File: config.mk
export PLATFORM = sky130hd
export DESIGN_NAME = pmd_bank
export DESIGN_NICKNAME = d
export VERILOG_FILES = /design/src/pmd_pkg.sv /design/src/pmd_bank.sv
export SDC_FILE = /design/constraint.sdc
export NUM_CORES = 1
export LEC_CHECK = 0
export ABC_AREA = 1
export BUFFER_PORTS_ARGS = -buffer_cell sky130_fd_sc_hd__clkbuf_2
export CORE_UTILIZATION = 47
export CTS_BUF_LIST = sky130_fd_sc_hd__clkbuf_16
export CTS_CLUSTER_SIZE = 30
export DETAILED_ROUTE_END_ITERATION = 12
export PLACE_DENSITY = 0.83
export SLEW_MARGIN = 10
export SYNTH_ARGS = -nofsm -noshare
export SYNTH_HDL_FRONTEND = slang
export SYNTH_SLANG_ARGS = --single-unit
File: constraint.sdc
create_clock -name CLOCK -period 2.7 [get_ports CLOCK]
set_input_delay 0.135 -clock CLOCK [delete_from_list [all_inputs] [get_ports CLOCK]]
set_output_delay 0.135 -clock CLOCK [all_outputs]
set_load 0.02 [all_outputs]
File: src/pmd_pkg.sv
// Package for the peripheral module disable bank: offsets, field positions, masks, resets.
// Assumes a 32-bit AXI4-Lite register bus and one system clock.
package pmd_pkg;
  localparam logic [7:0] PMD_OFS_CTRL_1 = 8'h00;
  localparam logic [7:0] PMD_OFS_CTRL_2 = 8'h04;
  localparam logic [7:0] PMD_OFS_CTRL_3 = 8'h08;
  localparam logic [7:0] PMD_OFS_CTRL_4 = 8'h0C;
  localparam logic [7:0] PMD_OFS_CTRL_6 = 8'h14;
  localparam logic [7:0] PMD_OFS_CTRL_7 = 8'h18;
  localparam logic [7:0] PMD_OFS_CTRL_8 = 8'h1C;
  // Writable masks of the implemented bits.
  localparam logic [15:0] PMD_MASK_1 = 16'h000B;
  localparam logic [15:0] PMD_MASK_2 = 16'h0F0F;
  localparam logic [15:0] PMD_MASK_3 = 16'h0400;
  localparam logic [15:0] PMD_MASK_4 = 16'h000C;
  localparam logic [15:0] PMD_MASK_6 = 16'h0700;
  localparam logic [15:0] PMD_MASK_7 = 16'h0010;
  localparam logic [15:0] PMD_MASK_8 = 16'h1900;
  localparam logic [15:0] PMD_RESET = 16'h0000;
  // Field positions.
  localparam int PMD_ADC_BIT = 0;
  localparam int PMD_CAN_BIT = 1;
  localparam int PMD_SPI_BIT = 3;
  localparam int PMD_CAP_LSB = 8;
  localparam int PMD_CMP_LSB = 0;
  localparam int PMD_CMPR_BIT = 10;
  localparam int PMD_CTMU_BIT = 2;
  localparam int PMD_REFO_BIT = 3;
  localparam int PMD_PWM_LSB = 8;
  localparam int PMD_DMA_BIT = 4;
  localparam int PMD_DMT_BIT = 8;
  localparam int PMD_SENTA_BIT = 11;
  localparam int PMD_SENTB_BIT = 12;
  localparam logic [1:0] PMD_RESP_OKAY = 2'b00;
  localparam logic [1:0] PMD_RESP_SLVERR = 2'b10;
endpackage

File: src/pmd_bank.sv
// Peripheral module disable bank with AXI4-Lite slave, per-unit enables, and clock gates for all units but PWM and SENT.
// Assumes CLOCK is the system clock at 20 MHz and RSTN an asynchronous active-low reset.
`timescale 1ns/100ps
module pmd_bank
  import pmd_pkg::*;
#(
  parameter bit HAS_CAN = 1'b1
)
(
  input wire logic CLOCK,
  input wire logic RSTN,
  input wire logic [7:0] S_AXI_AWADDR,
  input wire logic S_AXI_AWVALID,
  output logic S_AXI_AWREADY,
  input wire logic [31:0] S_AXI_WDATA,
  input wire logic [3:0] S_AXI_WSTRB,
  input wire logic S_AXI_WVALID,
  output logic S_AXI_WREADY,
  output logic [1:0] S_AXI_BRESP,
  output logic S_AXI_BVALID,
  input wire logic S_AXI_BREADY,
  input wire logic [7:0] S_AXI_ARADDR,
  input wire logic S_AXI_ARVALID,
  output logic S_AXI_ARREADY,
  output logic [31:0] S_AXI_RDATA,
  output logic [1:0] S_AXI_RRESP,
  output logic S_AXI_RVALID,
  input wire logic S_AXI_RREADY,
  output logic ADC_EN,
  output logic CAN_EN,
  output logic SPI_EN,
  output logic [3:0] CAPTURE_EN,
  output logic [3:0] COMPARE_EN,
  output logic COMPARATOR_EN,
  output logic REFCLK_EN,
  output logic CTMU_EN,
  output logic [2:0] PWM_EN,
  output logic DMA_EN,
  output logic DEADMAN_EN,
  output logic SENT_A_EN,
  output logic SENT_B_EN,
  output logic [15:0] UNIT_CLK_GATE,
  input wire logic [15:0] UNIT_SEL_IN,
  output logic [15:0] UNIT_SEL_OUT
);

  // Unit enable vector order: adc, can, spi, cap[4], cmp[4], cmpr, refo, ctmu, dma, deadman.
  // Only sixteen bits of gating are exported; the remaining units share their enable port.

  typedef struct packed {
    logic [15:0] ctrl_1;
    logic [15:0] ctrl_2;
    logic [15:0] ctrl_3;
    logic [15:0] ctrl_4;
    logic [15:0] ctrl_6;
    logic [15:0] ctrl_7;
    logic [15:0] ctrl_8;
    logic aw_held;
    logic [7:0] aw_addr;
    logic w_held;
    logic [31:0] w_data;
    logic [3:0] w_strb;
    logic bvalid;
    logic [1:0] bresp;
    logic rvalid;
    logic [31:0] rdata;
    logic [1:0] rresp;
    logic [15:0] gate;
  } pmd_state_s;

  pmd_state_s st_r;
  pmd_state_s st_nxt;
  logic rst_meta_r;
  logic rst_sync_r;
  logic rst_n;

  // Reset release is synchronised so every register leaves reset on the same edge.
  always_ff @(posedge CLOCK or negedge RSTN)
  begin
    if (!RSTN)
    begin
      rst_meta_r <= 1'b0;
      rst_sync_r <= 1'b0;
    end
    else
    begin
      rst_meta_r <= 1'b1;
      rst_sync_r <= rst_meta_r;
    end
  end
  assign rst_n = rst_sync_r;

  // Reads a register by byte offset; unmapped offsets flag an error.
  function automatic logic [16:0] read_reg(input pmd_state_s s, input logic [7:0] a);
    logic [16:0] r;
    r = {1'b0, 16'h0000};
    if (a == PMD_OFS_CTRL_1) r = {1'b1, s.ctrl_1};
    else if (a == PMD_OFS_CTRL_2) r = {1'b1, s.ctrl_2};
    else if (a == PMD_OFS_CTRL_3) r = {1'b1, s.ctrl_3};
    else if (a == PMD_OFS_CTRL_4) r = {1'b1, s.ctrl_4};
    else if (a == PMD_OFS_CTRL_6) r = {1'b1, s.ctrl_6};
    else if (a == PMD_OFS_CTRL_7) r = {1'b1, s.ctrl_7};
    else if (a == PMD_OFS_CTRL_8) r = {1'b1, s.ctrl_8};
    return r;
  endfunction

  // Merges byte-enabled write data into the implemented bits only.
  function automatic logic [15:0] merge(input logic [15:0] old, input logic [31:0] d,
                                        input logic [3:0] be, input logic [15:0] m);
    logic [15:0] bm;
    bm = {{8{be[1]}}, {8{be[0]}}} & m;
    return (old & ~bm) | (d[15:0] & bm);
  endfunction

  logic [15:0] mask_1;
  assign mask_1 = HAS_CAN ? PMD_MASK_1 : (PMD_MASK_1 & ~16'h0002);

  logic [15:0] en_vec;

  // Next state: bus handshakes, register writes and the registered clock gates.
  always_comb
  begin
    logic [16:0] rd;
    logic do_wr;
    rd = 17'h0_0000;
    do_wr = 1'b0;
    st_nxt = st_r;
    if (S_AXI_AWVALID && S_AXI_AWREADY)
    begin
      st_nxt.aw_held = 1'b1;
      st_nxt.aw_addr = S_AXI_AWADDR;
    end
    if (S_AXI_WVALID && S_AXI_WREADY)
    begin
      st_nxt.w_held = 1'b1;
      st_nxt.w_data = S_AXI_WDATA;
      st_nxt.w_strb = S_AXI_WSTRB;
    end
    do_wr = st_r.aw_held && st_r.w_held && !st_r.bvalid;
    if (do_wr)
    begin
      rd = read_reg(st_r, st_r.aw_addr);
      st_nxt.aw_held = 1'b0;
      st_nxt.w_held = 1'b0;
      st_nxt.bvalid = 1'b1;
      st_nxt.bresp = rd[16] ? PMD_RESP_OKAY : PMD_RESP_SLVERR;
      if (st_r.aw_addr == PMD_OFS_CTRL_1)
        st_nxt.ctrl_1 = merge(st_r.ctrl_1, st_r.w_data, st_r.w_strb, mask_1);
      else if (st_r.aw_addr == PMD_OFS_CTRL_2)
        st_nxt.ctrl_2 = merge(st_r.ctrl_2, st_r.w_data, st_r.w_strb, PMD_MASK_2);
      else if (st_r.aw_addr == PMD_OFS_CTRL_3)
        st_nxt.ctrl_3 = merge(st_r.ctrl_3, st_r.w_data, st_r.w_strb, PMD_MASK_3);
      else if (st_r.aw_addr == PMD_OFS_CTRL_4)
        st_nxt.ctrl_4 = merge(st_r.ctrl_4, st_r.w_data, st_r.w_strb, PMD_MASK_4);
      else if (st_r.aw_addr == PMD_OFS_CTRL_6)
        st_nxt.ctrl_6 = merge(st_r.ctrl_6, st_r.w_data, st_r.w_strb, PMD_MASK_6);
      else if (st_r.aw_addr == PMD_OFS_CTRL_7)
        st_nxt.ctrl_7 = merge(st_r.ctrl_7, st_r.w_data, st_r.w_strb, PMD_MASK_7);
      else if (st_r.aw_addr == PMD_OFS_CTRL_8)
        st_nxt.ctrl_8 = merge(st_r.ctrl_8, st_r.w_data, st_r.w_strb, PMD_MASK_8);
    end
    if (st_r.bvalid && S_AXI_BREADY)
      st_nxt.bvalid = 1'b0;
    if (S_AXI_ARVALID && S_AXI_ARREADY)
    begin
      rd = read_reg(st_r, S_AXI_ARADDR);
      st_nxt.rvalid = 1'b1;
      st_nxt.rdata = {16'h0000, rd[15:0]};
      st_nxt.rresp = rd[16] ? PMD_RESP_OKAY : PMD_RESP_SLVERR;
    end
    else if (st_r.rvalid && S_AXI_RREADY)
      st_nxt.rvalid = 1'b0;
    // Gates follow the enables one cycle later, as a registered copy.
    st_nxt.gate = en_vec;
  end

  // One state register; all implemented disable bits clear so units start enabled.
  always_ff @(posedge CLOCK or negedge rst_n)
  begin
    if (!rst_n)
    begin
      st_r <= '0;
      st_r.ctrl_1 <= PMD_RESET;
      // Without a CAN unit its gate starts closed, matching its enable from the first edge.
      st_r.gate <= {14'h3FFF, HAS_CAN, 1'b1};
    end
    else
      st_r <= st_nxt;
  end

  // Handshake readies are combinational; each channel takes one item per transaction.
  assign S_AXI_AWREADY = !st_r.aw_held && !st_r.bvalid;
  assign S_AXI_WREADY = !st_r.w_held && !st_r.bvalid;
  assign S_AXI_ARREADY = !st_r.rvalid;
  assign S_AXI_BVALID = st_r.bvalid;
  assign S_AXI_BRESP = st_r.bresp;
  assign S_AXI_RVALID = st_r.rvalid;
  assign S_AXI_RDATA = st_r.rdata;
  assign S_AXI_RRESP = st_r.rresp;

  // Enables are the inverse of the registered disable bits, with CAN_EN also needing HAS_CAN.
  assign ADC_EN = !st_r.ctrl_1[PMD_ADC_BIT];
  assign CAN_EN = HAS_CAN && !st_r.ctrl_1[PMD_CAN_BIT];
  assign SPI_EN = !st_r.ctrl_1[PMD_SPI_BIT];
  assign CAPTURE_EN = ~st_r.ctrl_2[PMD_CAP_LSB +: 4];
  assign COMPARE_EN = ~st_r.ctrl_2[PMD_CMP_LSB +: 4];
  assign COMPARATOR_EN = !st_r.ctrl_3[PMD_CMPR_BIT];
  assign REFCLK_EN = !st_r.ctrl_4[PMD_REFO_BIT];
  assign CTMU_EN = !st_r.ctrl_4[PMD_CTMU_BIT];
  assign PWM_EN = ~st_r.ctrl_6[PMD_PWM_LSB +: 3];
  assign DMA_EN = !st_r.ctrl_7[PMD_DMA_BIT];
  assign DEADMAN_EN = !st_r.ctrl_8[PMD_DMT_BIT];
  assign SENT_A_EN = !st_r.ctrl_8[PMD_SENTA_BIT];
  assign SENT_B_EN = !st_r.ctrl_8[PMD_SENTB_BIT];

  // Gate vector: adc, can, spi, cap[3:0], cmp[3:0], cmpr, refo, ctmu, dma, deadman.
  assign en_vec = {DEADMAN_EN, DMA_EN, CTMU_EN, REFCLK_EN, COMPARATOR_EN,
                   COMPARE_EN, CAPTURE_EN, SPI_EN, CAN_EN, ADC_EN};

  // Clock gate enables are registered so they change only on a rising clock edge, avoiding glitches.
  assign UNIT_CLK_GATE = st_r.gate;
  // Register selects of disabled units are blocked so their writes have no effect.
  assign UNIT_SEL_OUT = UNIT_SEL_IN & en_vec;

  // Assertions.
  property p_adc_en;
    @(posedge CLOCK) disable iff (!rst_n) ADC_EN == !st_r.ctrl_1[0];
  endproperty
  a_adc_en: assert property (p_adc_en) else $error("adc enable mismatch");

  property p_can_en;
    @(posedge CLOCK) disable iff (!rst_n) CAN_EN == (HAS_CAN && !st_r.ctrl_1[1]);
  endproperty
  a_can_en: assert property (p_can_en) else $error("can enable mismatch");

  property p_spi_en;
    @(posedge CLOCK) disable iff (!rst_n) SPI_EN == !st_r.ctrl_1[3];
  endproperty
  a_spi_en: assert property (p_spi_en) else $error("spi enable mismatch");

  property p_cap_en;
    @(posedge CLOCK) disable iff (!rst_n) CAPTURE_EN == ~st_r.ctrl_2[11:8];
  endproperty
  a_cap_en: assert property (p_cap_en) else $error("capture enable mismatch");

  property p_cmp_en;
    @(posedge CLOCK) disable iff (!rst_n) COMPARE_EN == ~st_r.ctrl_2[3:0];
  endproperty
  a_cmp_en: assert property (p_cmp_en) else $error("compare enable mismatch");

  property p_cmpr_en;
    @(posedge CLOCK) disable iff (!rst_n) COMPARATOR_EN == !st_r.ctrl_3[10];
  endproperty
  a_cmpr_en: assert property (p_cmpr_en) else $error("comparator enable mismatch");

  property p_refo_en;
    @(posedge CLOCK) disable iff (!rst_n) REFCLK_EN == !st_r.ctrl_4[3];
  endproperty
  a_refo_en: assert property (p_refo_en) else $error("refclk enable mismatch");

  property p_ctmu_en;
    @(posedge CLOCK) disable iff (!rst_n) CTMU_EN == !st_r.ctrl_4[2];
  endproperty
  a_ctmu_en: assert property (p_ctmu_en) else $error("charge unit enable mismatch");

  property p_dmt_sent;
    @(posedge CLOCK) disable iff (!rst_n) {SENT_B_EN, SENT_A_EN, DEADMAN_EN} == ~{st_r.ctrl_8[12:11], st_r.ctrl_8[8]};
  endproperty
  a_dmt_sent: assert property (p_dmt_sent) else $error("deadman or sent enable mismatch");

  property p_can_absent;
    @(posedge CLOCK) disable iff (!rst_n) !HAS_CAN |-> !CAN_EN && !st_r.ctrl_1[1];
  endproperty
  a_can_absent: assert property (p_can_absent) else $error("can present when absent");

  property p_unimpl_zero;
    @(posedge CLOCK) disable iff (!rst_n)
      (st_r.ctrl_2 & ~PMD_MASK_2) == 16'h0000 && (st_r.ctrl_8 & ~PMD_MASK_8) == 16'h0000
      && (st_r.ctrl_3 & ~PMD_MASK_3) == 16'h0000;
  endproperty
  a_unimpl_zero: assert property (p_unimpl_zero) else $error("unimplemented bit set");

  // The first register's mask is the variant one, so a missing CAN bit must stay clear too.
  property p_unimpl_rest;
    @(posedge CLOCK) disable iff (!rst_n)
      (st_r.ctrl_1 & ~mask_1) == 16'h0000 && (st_r.ctrl_4 & ~PMD_MASK_4) == 16'h0000
      && (st_r.ctrl_6 & ~PMD_MASK_6) == 16'h0000 && (st_r.ctrl_7 & ~PMD_MASK_7) == 16'h0000;
  endproperty
  a_unimpl_rest: assert property (p_unimpl_rest) else $error("unimplemented bit set");

  property p_gate_lag;
    @(posedge CLOCK) disable iff (!rst_n) ##1 UNIT_CLK_GATE == $past(en_vec);
  endproperty
  a_gate_lag: assert property (p_gate_lag) else $error("gate not one cycle late");

  property p_sel_block;
    @(posedge CLOCK) disable iff (!rst_n) !ADC_EN |-> !UNIT_SEL_OUT[0];
  endproperty
  a_sel_block: assert property (p_sel_block) else $error("select passed to off unit");

  property p_sel_all;
    @(posedge CLOCK) disable iff (!rst_n) (UNIT_SEL_OUT & ~en_vec) == 16'h0000;
  endproperty
  a_sel_all: assert property (p_sel_all) else $error("select passed to off unit");

  property p_pwm_en;
    @(posedge CLOCK) disable iff (!rst_n) PWM_EN == ~st_r.ctrl_6[10:8];
  endproperty
  a_pwm_en: assert property (p_pwm_en) else $error("pwm enable mismatch");

  property p_dma_en;
    @(posedge CLOCK) disable iff (!rst_n) DMA_EN != st_r.ctrl_7[4];
  endproperty
  a_dma_en: assert property (p_dma_en) else $error("dma enable mismatch");

  property p_reset_on;
    @(posedge CLOCK) $rose(rst_n) |-> ADC_EN && SPI_EN && (CAPTURE_EN == 4'hF) && DMA_EN;
  endproperty
  a_reset_on: assert property (p_reset_on) else $error("unit off after reset");

  property p_wr_resp;
    @(posedge CLOCK) disable iff (!rst_n)
      st_r.aw_held && st_r.w_held && !st_r.bvalid |=> S_AXI_BVALID;
  endproperty
  a_wr_resp: assert property (p_wr_resp) else $error("write response missing");

  property p_rd_resp;
    @(posedge CLOCK) disable iff (!rst_n) S_AXI_ARVALID && S_AXI_ARREADY |=> S_AXI_RVALID;
  endproperty
  a_rd_resp: assert property (p_rd_resp) else $error("read response missing");

  // Responses must stand until taken, or a slow master would lose them.
  property p_bvalid_hold;
    @(posedge CLOCK) disable iff (!rst_n) S_AXI_BVALID && !S_AXI_BREADY |=> S_AXI_BVALID;
  endproperty
  a_bvalid_hold: assert property (p_bvalid_hold) else $error("write response dropped");

  property p_rvalid_hold;
    @(posedge CLOCK) disable iff (!rst_n) S_AXI_RVALID && !S_AXI_RREADY |=> S_AXI_RVALID;
  endproperty
  a_rvalid_hold: assert property (p_rvalid_hold) else $error("read response dropped");

  c_write: cover property (@(posedge CLOCK) disable iff (!rst_n) S_AXI_BVALID && S_AXI_BREADY);
  c_read: cover property (@(posedge CLOCK) disable iff (!rst_n) S_AXI_RVALID && S_AXI_RREADY);
  c_off: cover property (@(posedge CLOCK) disable iff (!rst_n) $fell(SENT_B_EN));
  c_can_off: cover property (@(posedge CLOCK) disable iff (!rst_n) $fell(CAN_EN));
  c_rd_err: cover property (@(posedge CLOCK) disable iff (!rst_n) S_AXI_RVALID && S_AXI_RRESP[1]);
endmodule

==> results.cfg, run 1 <==
[outcome]
status = complete, no violations

[synth]
synthDominantCellAreaShare = 0.395
synthesis.area_um2 = 3740
synth_area_leaders = dfrtp_1, buf_4, dfstp_2
synth_compound_area_frac = 0.0626
synthArstFlopShare = 1.00
synth-simple-area-share = 0.216
synth_flop_cell = dfrtp_1
synth_top_family_by_area = simple AND/OR/NAND/NOR gates
synth_edf_count = 0
synthMuxAreaShare = 0.0151
synthTopCellsByCount = nand2_1, inv_1, buf_4, dfrtp_1, nor2_1
synth_area_leader_cell = dfrtp_1
synthCells = 443
synth_xor_area_frac = 0
synth.distinct_cells = 27
synth_warnings = 0
ys_seq_elements = 75
synthAdderAreaFrac = 0
avgSynthCellArea_um2 = 8.44
synth-seq-area-share = 0.508
yosysMostFrequentCell = nand2_1

[clocking]
cts-htree-levels = 3
cts_buffers = 9
clock_sinks = 75
cts-resized-gates = 0
clk_latency_ns = 0.32
root_buffer = clkbuf_16
cts_tree = done
cts_buffer_depth = 2
post-cts-setup-buffer-count = 0
holdBufCountCts = 2
clk_pin_slew_ns = 0.05

[min_path]
hold_end = S_AXI_RVALID
hold_path.class = input pin to flop
hold-path-cell-count = 2
hold_start = S_AXI_RREADY

[timing]
setup_viol = 0
slew_violations = 0
hold_ws_ns = 0.0153
finalCritPeriodShare = 0.608
tightest_slew_ns = 0.900
clock_skew_ns = 0.00369
max-slew-margin-rel = 0.400
rsz0062_at_grt = false
finalCriticalPeriod_ns = 1.64
fmax_mhz = 609
final.setup.tns_ns = 0
finalHoldViolations = 0

[finish]
n_fill_cell = 715
seq_area_um2 = 1900
drive_gt1_frac = 0.317
area_growth_pct = 19.4
diodes = 0
nets = 610
multi_input_area_um2 = 1190

[pwr]
p_per_area_nw_per_um2 = 814
peakVddDrop_v = 0.000604
p_leak_nw = 2.45

[critical_path]
worst_setup_path_end_kind = flop
r2r-start = st_r[90]
path_max_fanout = 20
reg2reg_depth = 3
crit_arrival_ns = 1.84
start_kind = flop
r2r-end = st_r[70]
cp.required_ns = 2.90
reg2reg_slack_ns = 1.06
critPathKind = flop to flop

[detailed_routing]
vias = 2887
detail-route-antenna-nets = 0
dr.pass1.iters = 6
wl_per_cell_um = 11.7
wirelength_met1_mm = 3.23
top_layer = met4
vias_per_cell = 4.50
route.detailed.drc = 0
drt_iter0_markers = 118
drt_wl_total_mm = 7.53
met3_length_um = 420
dr_wl_met2_mm = 3.79

[floorplanning]
initial_core_util = 0.484
die_w_um = 91.2
die_h_um = 91.2
num_io_pins = 169
core_um2 = 7730
row_count = 32
die_area_um2 = 8310

[grt]
antenna_found_initial = 0
grt_max_degree = 74
grt_pass1_wl_mm = 12.6
grt.total_usage = 0.193
grt.overflow.total = 0
grt_pass1_vias = 2806

[placed_design]
gp_congestion = 0.864
io_buffers = 120
dp_hpwl_mm = 5.80

[job]
cap_violations = 0
## metal layers
metal / up-vias / GRT usage
li1: 1450 / -
met4: 0 / 0.0648
met1: 1331 / 0.233
met5: - / 0
met3: 9 / 0.0469
met2: 97 / 0.336
## cell families after synthesis
| group | Yosys count |
|---|---|
| compound gates | 45 |
| flops | 75 |
| mux | 5 |
| buf+inv | 135 |
| other cells | 2 |
| simple gates | 181 |
## power breakdown
| part | total [mW] | switching (mW) | internal, mW |
|---|---|---|---|
| combinational | 0.724 | 0.488 | 0.236 |
| sequential | 1.49 | 0.165 | 1.33 |
| clock | 1.41 | 0.426 | 0.986 |
| total | 3.63 | 1.08 | 2.55 |
## layout by cell type, fill, tap and decap left out, types with 5 or more instances in the layout
cell type  Yosys  layout
clkbuf_2       0     120
nand2_2        6       6
dfstp_2       16      16
nand3_1       19      19
inv_1         66      67
o21ai_0       14      14
conb_1         2      25
clkbuf_16      0       9
a21oi_1       22      22
mux2_1         5       5
nor2_1        53      53
dfrtp_1       59      58
nand2_1       87      87
o21ai_1        6       6
## cell type report
class / instances / area share
Clock buffer: 9 / 0.0505
Clock inverter: 7 / 0.0294
Multi-Input combinational cell: 256 / 0.267
Sequential cell: 75 / 0.426
Inverter: 71 / 0.0597
Timing Repair Buffer: 122 / 0.139
Tap cell: 102 / 0.0286
## worst max-delay path by stage
stage                  start        endpoint  slack [ns]  cells past startpoint
finish              st_r[90]        st_r[70]        1.06                      3
global route        st_r[90]        st_r[60]        0.92                      3
CTS                 st_r[90]        st_r[70]        1.02                      3
detailed placement  st_r[90]        st_r[70]        1.04                      3
global placement    st_r[90]        st_r[67]        1.11                      3
floorplan              rst_n  S_AXI_BRESP[1]        0.48                      0
## through the flow
stage / area, um^2 / power (mW) / worst slack [ns] / std cells / utilization
6_report: 4460 / 3.63 / 1.06 / 642 / 0.578
5_1_grt: 4460 / 3.84 / 0.923 / 642 / 0.578
4_1_cts: 4460 / 3.67 / 1.02 / 642 / 0.578
3_5_place_dp: 4090 / 2.24 / 1.04 / 624 / 0.529
3_3_place_gp: 4090 / 2.20 / 1.11 / 624 / 0.529
2_1_floorplan: 3820 / 2.08 / 0.485 / 466 / -
## worst max-delay path, stage by stage, from the launching register on
cell	delay [ns]
dfrtp_1	0.43
nor2_2	0.15
nand2_1	0.44
mux2_1	0.49
Power figures use the tool's default switching activity.
==> run 2, diff against run 1 <==
CORE_UTILIZATION = 43   (was 47)
PLACE_DENSITY = 0.8   (was 0.83)
clock period = 1.3 ns   (was 2.7 ns; I/O delays follow)
==> run 2 against run 1 <==
The flow now finishes with violations (setup timing). Clock skew increased by 0.0024 ns. Flip-flop and latch count unchanged. Register-to-register slack got worse by 1.1 ns. Die area increased by 9.1%. Non-clock buffer count increased by 48. Critical path depth increased by 4. Combinational power increased to 3.2 times the previous value. Largest cell class unchanged. Largest power group unchanged.
==> results.cfg, run 2 (synthesis results as in run 1) <==
[clocking]
root_buffer = clkbuf_16
cts_buffer_depth = 2
cts_buffers = 9
clk_pin_slew_ns = 0.06
cts-htree-levels = 3
clk_latency_ns = 0.33
cts_tree = done
clock_sinks = 75

[job]
cap_violations = 0

[critical_path]
slowest_delay_ns = 0.44
critical_path.slowest_cell = dfrtp_2
crit_arrival_ns = 1.56
start_kind = flop
worst_setup_path_end_kind = flop
crit_buf_inv = 3
critPathKind = flop to flop
crit_family = flip-flops
path_max_fanout = 8
crit_chain = inv_2 > nand3_4 > buf_12 > nor3_4 > buf_6 > nand2_1 > o21ai_1
cp.required_ns = 1.55

[timing]
slew_violations = 0
clock_skew_ns = 0.00612
rsz0062_at_grt = true
finalHoldViolations = 0
finalCriticalPeriod_ns = 1.31
setup_viol = 4
final.setup.worst_slack_ns = -0.0101
finalCritPeriodShare = 1.01
fmax_mhz = 763

[finish]
seq_area_um2 = 1900
multi_input_area_um2 = 1260
final_common_cell = clkbuf_2
nets = 658
layout_common_cells = clkbuf_2, nand2_1, inv_1
instances_no_fill = 693
utilization = 0.591
area_growth_pct = 31.3
drive_gt1_frac = 0.372
diodes = 0
n_fill_cell = 737

[detailed_routing]
drt_wl_total_mm = 8.55
route.detailed.drc = 0
vias = 3111
vias_per_cell = 4.49
detail-route-antenna-nets = 0
wl_per_cell_um = 12.3
drt_iter0_markers = 133
dr.pass1.iters = 4

[floorplanning]
row_count = 33
die_w_um = 95.2
initial_core_util = 0.450
die_area_um2 = 9070
core_um2 = 8300
num_io_pins = 169
die_h_um = 95.2

[grt]
grt_max_degree = 43
grt.overflow.total = 0
grt.total_usage = 0.198
antenna_found_initial = 0
grt_pass1_vias = 2960
grt_pass1_wl_mm = 13.6

[min_path]
hold_path.class = input pin to flop

[pwr]
p_switching_mw = 2.53
swShare = 0.336
p_per_area_nw_per_um2 = 1540
peakVddDrop_v = 0.00109
internal_power_mw = 5.01
p_comb_frac = 0.305
seq_power_share = 0.410
power_mw = 7.54
clkPwrFrac = 0.284
p_leak_nw = 2.69

[placed_design]
io_buffers = 120
placedCellCount = 648
dp_hpwl_mm = 6.27
gp_congestion = 0.864

[outcome]
violations = setup timing
status = complete, but fails checks
==> run 2: cell count changes in the layout (fill, tap and decap cells not counted), sizes merged <==
cell         delta
clkinvlp        +1
buf            +30
bufinv          -4
dlygate4sd3    +19
clkbuf          -1
inv             +3
==> run 2: area by class of cell <==
cell class,count,share of cell area
flip-flops and latches,75,0.388
multi-input cells,256,0.257
repair buffers,170,0.222
inverters,71,0.0543
clock buffers,9,0.0459
well taps,105,0.0268
clock inverters,7,0.00637
==> run 2: worst paths after layout <==
check	cells past startpoint	start	slack [ns]	to
min reg2reg	1	rst_n	0.28	st_r[54]
max reg2reg	7	S_AXI_BVALID	-0.01	flop
min in group asynchronous	2	RSTN	0.05	rst_meta_r
min	3	S_AXI_WDATA[10]	0.009	st_r[68]
max in group asynchronous	1	rst_n	0.59	UNIT_CLK_GATE[13]
max	7	S_AXI_BVALID	-0.01	flop
==> run 2: timing repair <==
item | 4_1_cts | 5_1_grt
pin swaps | 8 | 6
buffers inserted | 5 | 3
endpoints found under the setup margin | 12 | 35
hold buffers | 21 | 0
gates resized for setup | 6 | 25
hold endpoints to repair | 22 | 0
==> run 2: stage by stage <==
step	instance area, um^2	hold WS, ns	TNS, ns	setup slack, ns
2_1_floorplan	3840	-0.231	-0.182	-0.0506
3_3_place_gp	4290	-0.145	0	0.0172
3_5_place_dp	4290	-0.145	-0.176	-0.0432
4_1_cts	4830	0.00580	-0.0105	-0.00922
5_1_grt	4910	0.0291	-1.26	-0.0934
6_report	4910	0.00950	-0.0269	-0.0101
==> run 2: power groups by stage <==
stage	clock (mW)	sequential [mW]	combinational (mW)
after detailed placement	0	3.11	1.92
after floorplan	0	3.10	1.27
after global routing	2.30	3.14	2.54
final	2.14	3.09	2.30
after global placement	0	3.08	1.85
after CTS	2.20	3.07	2.11
==> run 2: worst register-to-register path, stage by stage, from the launching register on <==
cell and delay, ns:
dfrtp_2 0.44, inv_2 0.09, nand3_4 0.15, buf_12 0.18
nor3_4 0.11, buf_6 0.15, nand2_1 0.05, o21ai_1 0.07
==> run 2: layer usage <==
layer,global-route usage,vias up,wire (um)
met5,0,-,0
met4,0.0530,0,95
met3,0.0478,14,467
met2,0.349,93,4450
met1,0.242,1453,3540
li1,-,1551,-
==> run 3, diff against run 2 <==
CORE_UTILIZATION = 39   (was 43)
PLACE_DENSITY = 0.74   (was 0.8)
==> run 3 against run 2 <==
The flow still finishes with violations (setup timing). Global-route usage shrank 2.3 points. Fmax is 0.42% higher. Cell count rose by 3.3%. Routed wire length increased by 2.4%. Register-to-register slack is essentially flat. First-iteration DRC count fell by 21%. Critical path depth rose by 2. Hold slack gained 0.0018 ns. Via count increased by 0.51%. Final area up 2.6%. Clock power grew 30%. Non-clock buffer count decreased by 1.
==> results.cfg, run 3 (synthesis results as in run 1) <==
[floorplanning]
die_area_um2 = 9980
row_count = 35
initial_core_util = 0.404
die_w_um = 99.9
die_h_um = 99.9
core_um2 = 9240
num_io_pins = 169

[critical_path]
path_max_fanout = 4
cp.required_ns = 1.56
crit_arrival_ns = 1.57
start_kind = flop
worst_setup_path_end_kind = flop
critPathKind = flop to flop

[clocking]
clk_latency_ns = 0.33
cts-htree-levels = 3
cts_buffer_depth = 2
root_buffer = clkbuf_16
clock_sinks = 75
cts_buffers = 9
clk_pin_slew_ns = 0.06
cts_tree = done

[grt]
antenna_found_initial = 0
grt_max_degree = 27
grt_pass1_wl_mm = 13.7
grt_pass1_vias = 3005
grt.total_usage = 0.176
grt.overflow.total = 0

[timing]
finalCritPeriodShare = 1.00
clock_skew_ns = 0.00511
fmax_mhz = 766
rsz0062_at_grt = true
slew_violations = 0
setup_viol = 1
final.setup.worst_slack_ns = -0.00468
final.setup.tns_ns = -0.00468
finalCriticalPeriod_ns = 1.30
finalHoldViolations = 0

[finish]
fin_area_um2 = 5040
n_fill_cell = 862
final_common_cell = clkbuf_2
instances_no_fill = 716
drive_gt1_frac = 0.392
nets = 657
diodes = 0
layout_common_cells = clkbuf_2, nand2_1, inv_1
utilization = 0.545
area_growth_pct = 34.8

[placed_design]
dpl_cell_area_um2 = 4310
place_ws_ns = -0.0643
gp_congestion = 0.821
io_buffers = 120
dp_hpwl_mm = 6.47
placedCellCount = 669

[detailed_routing]
dr.pass1.iters = 5
wl_per_cell_um = 12.2
drt_iter0_markers = 105
vias = 3127
detail-route-antenna-nets = 0
drt_wl_total_mm = 8.75
route.detailed.drc = 0
vias_per_cell = 4.37

[outcome]
violations = setup timing
status = complete, but fails checks

[pwr]
p_leak_nw = 2.71
swShare = 0.315
seq_power_share = 0.383
p_per_area_nw_per_um2 = 1610
p_switching_mw = 2.56
p_comb_frac = 0.274
clkPwrFrac = 0.343
internal_power_mw = 5.57
peakVddDrop_v = 0.00147

[job]
cap_violations = 0

[min_path]
hold_path.class = input pin to flop
run 3: changes by cell type in the layout (fill, tap and decap cells not counted), moves of 2 or more:
cell,delta
bufinv_16,+3
buf_4,-2
inv_1,-4
nand2_2,+4
nand2_1,-4
run 3: final timing paths:
check,from,to,slack [ns],cells after the start
setup / recovery,st_r[96],flop,-0.005,9
hold / removal,S_AXI_WDATA[8],st_r[66],0.01,3
setup reg to reg,st_r[96],flop,-0.005,9
hold reg to reg,rst_n,st_r[62],0.19,0
max in group asynchronous,rst_n,UNIT_CLK_GATE[11],0.59,1
min in group asynchronous,RSTN,rst_n,0.05,2
run 3: repair_timing:
action	CTS	global route
resized for setup	16	25
gates cloned	0	0
setup endpoints to repair	16	26
pin swaps	5	11
setup buffers	6	5
endpoints found under the hold margin	21	0
hold buffers	20	0
run 3: power by group through the flow:
stage	Combinational [mW]	Clock, mW	Sequential [mW]
final	2.23	2.79	3.11
after global routing	2.45	2.94	3.17
after CTS	2.05	2.85	3.09
after detailed placement	1.86	0	3.12
after global placement	1.79	0	3.09
after floorplan	1.27	0	3.10
run 3: critical path: stages, from the launching register on:
cell      delay, ns
dfrtp_1        0.39
inv_2          0.09
nand2_4        0.06
nor2_4         0.17
nand2_2        0.13
nand2_4        0.10
inv_2          0.03
nand3b_1       0.13
nand2_1        0.08
nand2_1        0.07
run 3: layout make-up:
type	count	area (um^2)	share of cell area
Clock buffer	9	225	0.0447
Clock inverter	7	108	0.0214
Inverter	71	269	0.0534
Multi-Input combinational cell	256	1290	0.256
Sequential cell	75	1900	0.378
Tap cell	129	161	0.0320
Timing Repair Buffer	169	1080	0.214
run 3: metrics by stage:
| step | total power [mW] | hold WS [ns] |
|---|---|---|
| 4_1_cts | 8.00 | 0.00127 |
| 5_1_grt | 8.56 | 0.0157 |
| 6_report | 8.13 | 0.0113 |
| 3_5_place_dp | 4.98 | -0.148 |
| 3_3_place_gp | 4.89 | -0.148 |
| 2_1_floorplan | 4.36 | -0.231 |
run 3: per-layer routing:
metal	share of wire	routed length [um]	GRT usage
met1	0.42	3660	0.212
met2	0.51	4460	0.304
met3	0.049	428	0.0446
met4	0.023	198	0.0645
met5	0	0	0
